File: config.mk
export PLATFORM = sky130hd
export DESIGN_NAME = ctm_timer
export DESIGN_NICKNAME = d
export VERILOG_FILES = /design/src/hdl/ctm_pkg.sv /design/src/hdl/ctm_timer.sv
export SDC_FILE = /design/constraint.sdc
export NUM_CORES = 1
export LEC_CHECK = 0
export BUFFER_PORTS_ARGS = -buffer_cell sky130_fd_sc_hd__clkbuf_2
export CORE_UTILIZATION = 54
export DETAILED_ROUTE_END_ITERATION = 7
export HOLD_SLACK_MARGIN = 0.08
export PLACE_DENSITY = 0.8
export SETUP_SLACK_MARGIN = 0.05
export SYNTH_ARGS = -nofsm -noshare
export SYNTH_HDL_FRONTEND = slang
export SYNTH_SLANG_ARGS = --single-unit
File: constraint.sdc
create_clock -name core_clk -period 2.9 [get_ports core_clk]
set_input_delay 0.145 -clock core_clk [delete_from_list [all_inputs] [get_ports core_clk]]
set_output_delay 0.145 -clock core_clk [all_outputs]
set_load 0.02 [all_outputs]
File: src/hdl/ctm_pkg.sv
package ctm_pkg;
    localparam logic [3:0] ctl0_off        = 4'h0;
    localparam logic [3:0] ctl1_off        = 4'h4;
    localparam logic [3:0] cnt_low_off     = 4'h8;
    localparam logic [3:0] cnt_high_off    = 4'hc;
    localparam logic [4:0] match_low_off   = 5'h10;
    localparam logic [4:0] match_high_off  = 5'h14;
    localparam logic [4:0] addr_max        = 5'h14;
    localparam logic [7:0] ctl0_reset      = 8'h00;
    localparam logic [7:0] ctl1_reset      = 8'h00;
    localparam logic [9:0] match_reset     = 10'h000;
    localparam int pause_bit    = 7;
    localparam int clk_sel_lsb  = 4;
    localparam int on_bit       = 3;
    localparam int period_lsb   = 0;
    localparam int mode_lsb     = 6;
    localparam int func_lsb     = 4;
    localparam int init_bit     = 3;
    localparam int invert_bit   = 2;
    localparam int swap_bit     = 1;
    localparam int clr_sel_bit  = 0;
    localparam int high_div_16  = 16;
    localparam int high_div_64  = 64;
    localparam int sys_div_4    = 4;
    typedef enum logic [2:0] {
        ctm_src_sys4, ctm_src_sys, ctm_src_h16, ctm_src_h64,
        ctm_src_tbc, ctm_src_none, ctm_src_rise, ctm_src_fall
    } ctm_src_type;
    typedef enum logic [1:0] {
        ctm_mode_compare, ctm_mode_undef, ctm_mode_pwm, ctm_mode_timer
    } ctm_mode_type;
endpackage

File: src/hdl/ctm_timer.sv
`timescale 1ns/1ps
// Notes on behaviour
// - High bytes accessed directly; low bytes go through one shared 8-bit holding buffer.
// - Match low write only fills the buffer; software writes low then high.
// - Match high write stores high byte and copies buffer into match low byte.
// - High-byte read returns high byte and captures paired low byte into buffer.
// - Low-byte read returns the buffer, not the live low byte.
// - Ten-bit up counter advanced by the selected clock source.
// - Period value compares counter bits 9..7; match value compares all ten bits.
// - Counter cannot be loaded; apart from overflow and match clearing, only the on bit rising edge clears it.
// - Counter clears on overflow or selected comparator match; a match clear raises an event, an overflow only at period 0 with clear select 0.
// - Counter pair is read-only; match pair is read-write.
// - Pause bit holds the counter; clearing it resumes from the held value.
// - Clock select picks sys/4, sys, high/16, high/64, time base, pin edges.
// - Clock select code 101 connects no clock.
// - Clearing on bit stops and keeps value; rising edge clears counter.
// - In compare mode, on bit rising edge restores output to initial level.
// - Period N gives match every N*128 clocks; zero means 1024 clocks.
// - Period match clears the counter when the clear select bit is 0.
// - Two output pins carry the same signal or its inverse.
// - Unused bits 7..2 of counter high and match high read zero.
// - Three modes: compare match output, timer/counter, and a PWM code that only holds the output level.
// - Mode field 00 compare, 10 PWM, 11 timer/counter, 01 undefined.
// - Clear select 0 uses the period match, 1 uses the ten-bit match.
module ctm_timer #(
    parameter int cnt_width = 10
) (
    input  wire logic        core_clk,
    input  wire logic        rst_b,
    input  wire logic        wb_cyc_i,
    input  wire logic        wb_stb_i,
    input  wire logic        wb_we_i,
    input  wire logic [4:0]  wb_adr_i,
    input  wire logic [3:0]  wb_sel_i,
    input  wire logic [31:0] wb_dat_i,
    output logic      [31:0] wb_dat_o,
    output logic             wb_ack_o,
    output logic             wb_err_o,
    input  wire logic        time_base_clock,
    input  wire logic        ext_clock_pin,
    input  wire logic        pin_b_invert,
    output logic             timer_out_pin_a,
    output logic             timer_out_pin_b,
    output logic             match_event,
    output logic             period_event
);
    logic [7:0]           ctl0_reg;
    logic [7:0]           ctl1_reg;
    logic [cnt_width-1:0] count_reg;
    logic [cnt_width-1:0] count_next;
    logic [cnt_width-1:0] match_reg;
    logic [7:0]           buffer_reg;
    logic                 on_prev_reg;
    logic [5:0]           div_reg;
    logic                 ext_s1_reg;
    logic                 ext_s2_reg;
    logic                 ext_s3_reg;
    logic                 tbc_s1_reg;
    logic                 tbc_s2_reg;
    logic                 tbc_s3_reg;
    logic                 out_reg;
    logic                 out_next;

    wire                       req      = wb_cyc_i && wb_stb_i && !wb_ack_o && !wb_err_o;
    wire                       mapped   = (wb_adr_i[1:0] == 2'b00)
                                          && (wb_adr_i <= ctm_pkg::addr_max);
    wire                       wr_lane  = wb_we_i && wb_sel_i[0];
    wire                       acc      = req && mapped;
    wire                       wr_ctl0  = acc && wr_lane
                                          && (wb_adr_i == {1'b0, ctm_pkg::ctl0_off});
    wire                       wr_ctl1  = acc && wr_lane
                                          && (wb_adr_i == {1'b0, ctm_pkg::ctl1_off});
    wire                       wr_mlow  = acc && wr_lane && (wb_adr_i == ctm_pkg::match_low_off);
    wire                       wr_mhigh = acc && wr_lane && (wb_adr_i == ctm_pkg::match_high_off);
    wire                       rd_chigh = acc && !wb_we_i
                                          && (wb_adr_i == {1'b0, ctm_pkg::cnt_high_off});
    wire                       rd_mhigh = acc && !wb_we_i && (wb_adr_i == ctm_pkg::match_high_off);
    wire                       pause    = ctl0_reg[ctm_pkg::pause_bit];
    wire                       on_bit   = ctl0_reg[ctm_pkg::on_bit];
    wire [2:0]                 period   = ctl0_reg[ctm_pkg::period_lsb +: 3];
    wire ctm_pkg::ctm_src_type src      =
        ctm_pkg::ctm_src_type'(ctl0_reg[ctm_pkg::clk_sel_lsb +: 3]);
    wire ctm_pkg::ctm_mode_type mode    =
        ctm_pkg::ctm_mode_type'(ctl1_reg[ctm_pkg::mode_lsb +: 2]);
    wire [1:0]                 func     = ctl1_reg[ctm_pkg::func_lsb +: 2];
    wire                       init_lvl = ctl1_reg[ctm_pkg::init_bit];
    wire                       invert   = ctl1_reg[ctm_pkg::invert_bit];
    wire                       clr_sel  = ctl1_reg[ctm_pkg::clr_sel_bit];
    wire                       on_rise  = on_bit && !on_prev_reg;
    // Edge pulses of the synchronised external and time base clocks
    wire                       ext_rise = ext_s2_reg && !ext_s3_reg;
    wire                       ext_fall = !ext_s2_reg && ext_s3_reg;
    wire                       tbc_rise = tbc_s2_reg && !tbc_s3_reg;
    // Free-running divider taps; the high clock is taken to be the core clock
    wire                       tick_s4  = (div_reg[1:0] == 2'b11);
    wire                       tick_h16 = (div_reg[3:0] == 4'hf);
    wire                       tick_h64 = (div_reg == 6'h3f);
    logic                      tick;

    always_comb begin
        unique case (src)
            ctm_pkg::ctm_src_sys4: tick = tick_s4;
            ctm_pkg::ctm_src_sys:  tick = 1'b1;
            ctm_pkg::ctm_src_h16:  tick = tick_h16;
            ctm_pkg::ctm_src_h64:  tick = tick_h64;
            ctm_pkg::ctm_src_tbc:  tick = tbc_rise;
            ctm_pkg::ctm_src_none: tick = 1'b0;
            ctm_pkg::ctm_src_rise: tick = ext_rise;
            ctm_pkg::ctm_src_fall: tick = ext_fall;
        endcase
    end

    wire advance = on_bit && !pause && tick;
    // Match value is seen while the counter holds it; the period match fires
    // on the tick that would carry the counter to N*128, so a period spans N*128 ticks
    wire p_hit   = advance && (period != 3'b000)
                   && (count_reg[cnt_width-1 -: 3] == period - 3'b001)
                   && (&count_reg[cnt_width-4:0]);
    wire a_hit   = advance && (count_reg == match_reg) && (match_reg != '0);
    wire ovf     = advance && (count_reg == '1);
    wire clr_hit = clr_sel ? (a_hit || ovf) : (p_hit || ovf);

    always_comb begin
        count_next = count_reg;
        if (on_rise) begin
            count_next = '0;
        end else if (clr_hit) begin
            count_next = '0;
        end else if (advance) begin
            count_next = count_reg + 1'b1;
        end
    end

    always_comb begin
        out_next = out_reg;
        if (on_rise && mode == ctm_pkg::ctm_mode_compare) begin
            out_next = init_lvl;
        end else if (a_hit && mode == ctm_pkg::ctm_mode_compare) begin
            unique case (func)
                2'b00: out_next = out_reg;
                2'b01: out_next = 1'b0;
                2'b10: out_next = 1'b1;
                2'b11: out_next = !out_reg;
            endcase
        end
    end

    logic [7:0] rd_byte;
    always_comb begin
        rd_byte = 8'h00;
        unique case (wb_adr_i)
            {1'b0, ctm_pkg::ctl0_off}:     rd_byte = ctl0_reg;
            {1'b0, ctm_pkg::ctl1_off}:     rd_byte = ctl1_reg;
            {1'b0, ctm_pkg::cnt_low_off}:  rd_byte = buffer_reg;
            {1'b0, ctm_pkg::cnt_high_off}: rd_byte = {6'h00, count_reg[9:8]};
            ctm_pkg::match_low_off:        rd_byte = buffer_reg;
            ctm_pkg::match_high_off:       rd_byte = {6'h00, match_reg[9:8]};
            default:                       rd_byte = 8'h00;
        endcase
    end

    always_ff @(posedge core_clk or negedge rst_b) begin
        if (!rst_b) begin
            wb_ack_o <= 1'b0;
            wb_err_o <= 1'b0;
            wb_dat_o <= 32'h0000_0000;
        end else begin
            wb_ack_o <= acc;
            wb_err_o <= req && !mapped;
            wb_dat_o <= (acc && !wb_we_i) ? {24'h00_0000, rd_byte} : 32'h0000_0000;
        end
    end

    always_ff @(posedge core_clk or negedge rst_b) begin
        if (!rst_b) begin
            ctl0_reg <= ctm_pkg::ctl0_reset;
            ctl1_reg <= ctm_pkg::ctl1_reset;
        end else begin
            if (wr_ctl0) ctl0_reg <= wb_dat_i[7:0];
            if (wr_ctl1) ctl1_reg <= wb_dat_i[7:0];
        end
    end

    // Counter writes are ignored: the counter pair is read-only
    always_ff @(posedge core_clk or negedge rst_b) begin
        if (!rst_b) begin
            match_reg  <= ctm_pkg::match_reset;
            buffer_reg <= 8'h00;
        end else begin
            if (wr_mlow) begin
                buffer_reg <= wb_dat_i[7:0];
            end else if (rd_chigh) begin
                buffer_reg <= count_reg[7:0];
            end else if (rd_mhigh) begin
                buffer_reg <= match_reg[7:0];
            end
            if (wr_mhigh) begin
                match_reg <= {wb_dat_i[1:0], buffer_reg};
            end
        end
    end

    always_ff @(posedge core_clk or negedge rst_b) begin
        if (!rst_b) begin
            count_reg   <= '0;
            on_prev_reg <= 1'b0;
            div_reg     <= 6'h00;
            out_reg     <= 1'b0;
        end else begin
            count_reg   <= count_next;
            on_prev_reg <= on_bit;
            div_reg     <= div_reg + 6'h01;
            out_reg     <= out_next;
        end
    end

    always_ff @(posedge core_clk or negedge rst_b) begin
        if (!rst_b) begin
            ext_s1_reg <= 1'b0;
            ext_s2_reg <= 1'b0;
            ext_s3_reg <= 1'b0;
            tbc_s1_reg <= 1'b0;
            tbc_s2_reg <= 1'b0;
            tbc_s3_reg <= 1'b0;
        end else begin
            ext_s1_reg <= ext_clock_pin;
            ext_s2_reg <= ext_s1_reg;
            ext_s3_reg <= ext_s2_reg;
            tbc_s1_reg <= time_base_clock;
            tbc_s2_reg <= tbc_s1_reg;
            tbc_s3_reg <= tbc_s2_reg;
        end
    end

    // Events: match events on every match whatever the clear select; period events only with clear select 0
    always_ff @(posedge core_clk or negedge rst_b) begin
        if (!rst_b) begin
            match_event     <= 1'b0;
            period_event    <= 1'b0;
            timer_out_pin_a <= 1'b0;
            timer_out_pin_b <= 1'b0;
        end else begin
            match_event     <= a_hit;
            period_event    <= !clr_sel && (p_hit || (period == 3'b000 && ovf));
            timer_out_pin_a <= (mode == ctm_pkg::ctm_mode_timer) ? 1'b0 : out_next ^ invert;
            timer_out_pin_b <= (mode == ctm_pkg::ctm_mode_timer) ? 1'b0
                               : out_next ^ invert ^ pin_b_invert;
        end
    end
endmodule

== Word-level counts from Yosys, hierarchy flattened ==
Index checks and enable logic that the tools add are counted.

* Register bits after elaboration: 72
* Input bits: 49
* Output and inout bits: 38
* Word-level logic and storage cells: 121

* $add $sub $neg: 3
* Order comparisons: 1
* Equal/unequal tests: 22
* Mux-type cells: 15
* Bitwise logic cells: 2
* Reduce and logical (&&, ||, !) cells: 57

{| class="wikitable"
|+ Operator list
! kind !! count
|-
| 8-bit case mux with 5 select lines || 1
|-
| 8-bit two-way mux || 4
|-
| 1-bit logical AND || 31
|-
| 10-bit two-way mux || 3
|-
| 3-bit == test, second input constant || 4
|-
| 1-bit logical NOT || 11
|-
| 10-bit by 1-bit adder with 10-bit output, second input constant || 1
|-
| 10-bit == test || 1
|-
| 10-bit == test, second input constant || 1
|-
| 5-bit by 4-bit == test with 1-bit output, second input constant || 2
|-
| 5-bit == test, second input constant || 2
|-
| 10-bit nonzero test || 1
|-
| 3-bit nonzero test || 3
|-
| 2-bit == test, second input constant || 4
|-
| 1-bit case mux with 8 select lines || 1
|-
| 7-bit AND reduction || 1
|-
| 6-bit by 1-bit adder with 6-bit output, second input constant || 1
|-
| 3-bit by 2-bit == test with 1-bit output, second input constant || 2
|-
| 6-bit == test, second input constant || 1
|-
| 2-bit logical NOT || 3
|-
| 3-bit logical NOT || 2
|-
| 5-bit by 3-bit == test with 1-bit output, second input constant || 1
|-
| 5-bit less-or-equal comparator, second input constant || 1
|-
| 5-bit logical NOT || 1
|-
| other kinds (10) || 17
|}

== Depth between registers and ports, before layout ==
* Word-level depth: 12
* Gate-level depth with buffers: 8
* Gate-level depth less buffers: 8

== Worst setup path before layout ==
OpenSTA, ideal clock, no wires.

* Kind: flip-flop to flip-flop
* From: register ctl0_reg[5]
* To: register count_reg[9]
* Library setup time: 0.082 ns
* Data arrival time: 2.114 ns
* Data required time: 2.818 ns
* Slack: 0.704 ns
* Cell stages (with the launch flop): 7
* Buffers on the path: 0
* Clock period less this slack: 2.196 ns
* Cell sequence: dfrtp_1 or3b_1 a21oi_2 o2111ai_4 or2_1 or4_1 a31oi_1

* Word-level cells in the longest chain between the ends: 10
* Elaborated cells between the ends (all ways): 22
* Classes of those cells: eq/ne: 7; mux: 4; reduce/logical: 11

{| class="wikitable"
|+ Ends and longest elaborated chain
! element !! line !! text
|-
| start: declaration || ctm_timer.sv:47 || <nowiki>logic [7:0] ctl0_reg;</nowiki>
|-
| start signal: assignment || ctm_timer.sv:176 || <nowiki>ctl0_reg <= ctm_pkg::ctl0_reset;</nowiki>
|-
| start signal: assignment || ctm_timer.sv:179 || <nowiki>if (wr_ctl0) ctl0_reg <= wb_dat_i[7:0];</nowiki>
|-
| 3-bit == test (tied with other cells) || ctm_timer.sv:101 || <nowiki>unique case (src)</nowiki>
|-
| 1-bit case mux with 8 select lines * || ctm_timer.sv:101 ||
|-
| 1-bit logical AND * || ctm_timer.sv:113 || <nowiki>wire advance = on_bit && !pause && tick;</nowiki>
|-
| 1-bit logical AND || ctm_timer.sv:116 || <nowiki>wire p_hit = advance && (period != 3'b000)</nowiki>
|-
| 1-bit logical AND || ctm_timer.sv:117 || <nowiki>&& (count_reg[cnt_width-1 -: 3] == period - 3'b001)</nowiki>
|-
| 1-bit logical AND || ctm_timer.sv:118 || <nowiki>&& (&count_reg[cnt_width-4:0]);</nowiki>
|-
| 1-bit logical OR || ctm_timer.sv:121 || <nowiki>wire clr_hit = clr_sel ? (a_hit || ovf) : (p_hit || ovf);</nowiki>
|-
| 1-bit two-way mux || ctm_timer.sv:121 ||
|-
| 10-bit two-way mux || ctm_timer.sv:127 || <nowiki>end else if (clr_hit) begin</nowiki>
|-
| 10-bit two-way mux || ctm_timer.sv:125 || <nowiki>if (on_rise) begin</nowiki>
|-
| end signal: assignment || ctm_timer.sv:210 || <nowiki>count_reg <= count_next;</nowiki>
|-
| end: declaration || ctm_timer.sv:49 || <nowiki>logic [cnt_width-1:0] count_reg;</nowiki>
|}

Every way passes the cells marked *; elsewhere a longest branch is shown, timed or not.
A chain may end at the register's enable or synchronous reset.

== Worst setup path in the final report ==
* From: register div_reg[0]
* To: register count_reg[9]

* Word-level cells in the longest chain between the ends: 10
* Elaborated cells between the ends (all ways): 17
* Classes of those cells: eq/ne: 3; mux: 4; reduce/logical: 10

{| class="wikitable"
|+ Ends and longest elaborated chain
! element !! line !! text
|-
| start: declaration || ctm_timer.sv:54 || <nowiki>logic [5:0] div_reg;</nowiki>
|-
| start signal: assignment || ctm_timer.sv:212 || <nowiki>div_reg <= div_reg + 6'h01;</nowiki>
|-
| 6-bit == test (tied with other cells) || ctm_timer.sv:97 || <nowiki>wire tick_h64 = (div_reg == 6'h3f);</nowiki>
|-
| 1-bit case mux with 8 select lines * || ctm_timer.sv:101 ||
|-
| 1-bit logical AND * || ctm_timer.sv:113 ||
|-
| 1-bit logical AND || ctm_timer.sv:116 ||
|-
| 1-bit logical AND || ctm_timer.sv:117 ||
|-
| 1-bit logical AND || ctm_timer.sv:118 ||
|-
| 1-bit logical OR || ctm_timer.sv:121 ||
|-
| 1-bit two-way mux || ctm_timer.sv:121 ||
|-
| 10-bit two-way mux || ctm_timer.sv:127 ||
|-
| 10-bit two-way mux || ctm_timer.sv:125 ||
|}

Marked as above.

==> reports/qor.csv <==
stage;metric;value;unit
clock_tree;CTS Root Cell;clkbuf_8;
logic_synthesis;FF+latch count, synth;72;
timing;Final Hold Viols;0;
clock_tree;clk_lat worst skew;0.36;ns
detailed_routing;Initial DRT Pass Iterations;7;
floorplan;area of the core;6422;sq um
logic_synthesis;Seq/Total Area, Yosys;49.42;%
timing;setup TNS;0;ns
logic_synthesis;dominant cell type by area after synthesis;dfrtp_1;
final_layout;fin nets;438;
detailed_routing;DRT Wirelength;7615;um
power;PwrDens;446.4;nW/um^2
critical_path;CP startpoint kind;flop;
clock_tree;clock transition at the registers of the reported paths;0.08;ns
floorplan;DIE AREA;7085;sq um
power;total power draw;0.001850;W
clock_tree;post-CTS sizing;0;
global_route;vias in the first global route;2589;
min_path;Hold Crit Class;input port to flop;
global_route;largest net degree at the start of global routing;58;
final_layout;footprint of the multi-input gates;1684;sq um
timing;relative slew slack;65.00;%
logic_synthesis;top_reg_cell synth;dfrtp_1;
critical_path;WP data arrival;2.60;ns
logic_synthesis;ys async rst share;100.0;%
final_layout;# fillers;516;
flow_run;Max Cap Viol;0;
critical_path;CP required;3.17;ns
critical_path;Worst path slowest cell;or4_1;
outcome;outcome;complete, but fails checks;
critical_path;type of the worst setup path;flop to flop;
power;LEAKAGE;1.970;nW
detailed_routing;Iter 0 DRT Violations;214;
timing;Final min period;2.332;ns
critical_path;CP max FO;3;
clock_tree;total CTS buffers;9;
place;placed cell count;439;
place;GPL Wtd Cong;0.8347;
logic_synthesis;YS warnings;0;
logic_synthesis;Gate Count Post-Synth;330;
detailed_routing;Routed WL per cell;16.31;um
detailed_routing;DRC errors left;15;
logic_synthesis;Post-synth EDFFs;0;
floorplan;Starting Density;56.77;%
timing;Clock Skew;0.01474;ns
logic_synthesis;synth top area cells;dfrtp_1, mux2_2, xnor2_1;
logic_synthesis;Avg Inst Size Synth;11.05;sq um
critical_path;maximum single-stage delay on the critical path;0.50;ns
clock_tree;TritonCTS Sinks;72;
outcome;violated checks;DRC;
final_layout;share of cells above drive strength 1;24.36;%
timing;Final Cycle Share;80.42;%
power;peak supply drop;0.2500;mV
clock_tree;number of H-tree levels;3;
detailed_routing;vias per inst;5.702;
floorplan;die height;84.17;um
clock_tree;TritonCTS clock tree;done;
final_layout;# diodes;0;
timing;actual slew at the worst max-slew pin;0.5236;ns
detailed_routing;routed vias;2663;
critical_path;CP Buf/Inv Count;0;
logic_synthesis;Netlist cell types;53;
timing;Hold Slack;0.09225;ns
detailed_routing;Antenna Nets Post-Route;0;
global_route;Total GRT Usage;23.09;%
timing;RSZ-0062 raised after global routing;false;
floorplan;IO Pins;87;
timing;Max Slew Vio Count;0;
clock_tree;setup bufs post-CTS;0;
timing;Setup-failing EPs final;0;
global_route;initial antenna violation count;0;
critical_path;CP Capture Type;flop;
global_route;global-route wire length before repair;12520;um
place;IO Port Bufs;35;
critical_path;CP cell instances;ha_1 -> nand3_1 -> o221ai_1 -> o2111ai_4 -> or2_1 -> or4_1 -> a31oi_1;
final_layout;Non-Filler Instances;467;
floorplan;Rows;29;
global_route;GRT overflow;0;
floorplan;die width;84.17;um
place;half-perimeter wire length after placement;5443;um
timing;fmax;0.4288;GHz
logic_synthesis;mapped cell area;3646;sq um
final_layout;Layout Area Growth over Synthesis;13.69;%
critical_path;Largest delay share family, worst path;simple AND/OR/NAND/NOR gates;
clock_tree;CTS max path bufs;2;
logic_synthesis;top cell type's share of synthesized area;49.42;%
final_layout;Register Area;1802;sq um
## layer usage
metal	vias up	GRT usage (%)	share of wire [%]
met1	1310	29.79	44
met2	100	37.56	49
met5	-	0	0
met4	0	8.934	1.6
li1	1236	-	-
met3	17	6.096	6.0
## worst register-to-register path, stage by stage (launching register included)
cell and delay, ns:
dfrtp_1 0.38, ha_1 0.21, nand3_1 0.12, o221ai_1 0.37, o2111ai_4 0.20, or2_1 0.30, or4_1 0.50, a31oi_1 0.16
## layout make-up
type	count	share of cell area [%]
clock inverters	6	0.8452
flip-flops and latches	72	43.47
clock buffers	10	3.320
well taps	77	2.324
inverters	8	0.7244
repair buffers	54	8.693
multi-input cells	240	40.63
## layout by cell type (no fill, tap or decap), drive strengths merged, types with 3 or more instances in the layout
| master | n |
|---|---|
| clkbuf | 44 |
| mux2i | 11 |
| o21ai | 5 |
| inv | 8 |
| conb | 24 |
| a21oi | 13 |
| nand4 | 6 |
| and3 | 3 |
| xor2 | 5 |
| nand4b | 3 |
| nand2 | 25 |
| ha | 4 |
| dfrtp | 72 |
| xnor2 | 21 |
| a221o | 5 |
| nor2 | 25 |
| dlygate4sd3 | 12 |
| clkinv | 4 |
| nor2b | 3 |
| mux2 | 29 |
| a22oi | 8 |
| nor3 | 7 |
| buf | 8 |
| nand3 | 9 |
## power by group
part	switching [W]	internal (W)
Combinational	0.0000813	0.0000414
Clock	0.000378	0.000327
Sequential	0.00000861	0.00101
Total	0.000467	0.00138
## cells in the mapped netlist, drive strengths merged, types with 7 or more instances
| library cell | n |
|---|---|
| a21oi | 13 |
| a22oi | 8 |
| buf | 26 |
| clkbuf | 7 |
| dfrtp | 72 |
| inv | 8 |
| mux2 | 29 |
| mux2i | 11 |
| nand2 | 25 |
| nand3 | 9 |
| nor2 | 25 |
| nor3 | 7 |
| xnor2 | 21 |
## kinds of logic after synthesis
| group | share of synthesized area [%] |
|---|---|
| buf+inv | 6.761 |
| xor+xnor | 6.246 |
| compound gates | 10.12 |
| simple gates | 14.00 |
| flops | 49.42 |
| fa+ha+maj | 1.373 |
| other cells | 0.1029 |
| mux | 11.98 |
## worst paths after layout
check | startpoint | slack [ns] | endpoint | cells after the start
worst max-delay path | div_reg[0] | 0.57 | count_reg[9] | 7
worst min-delay path | wb_dat_i[7] | 0.09 | ctl1_reg[7] | 2
worst max register to register | div_reg[0] | 0.57 | count_reg[9] | 7
worst min register to register | tbc_s1_reg | 0.35 | tbc_s2_reg | 0
max in group asynchronous | rst_b | 2.02 | match_reg[3] | 3
min in group asynchronous | rst_b | 0.24 | div_reg[1] | 2
## metrics by stage
stage	area, sq um	util, %	worst slack [ns]
2_1_floorplan	3732	-	0.7037
3_3_place_gp	3852	59.98	0.6507
3_5_place_dp	3852	59.98	0.6431
4_1_cts	4145	64.54	0.6084
5_1_grt	4145	64.54	0.3914
6_report	4145	64.54	0.5680
## repair_timing
action                                  CTS  global route
endpoints found under the hold margin    32             0
hold buffers                             12             0
endpoints found under the setup margin    0             0
Note: power is estimated with default switching activity, not from simulation.
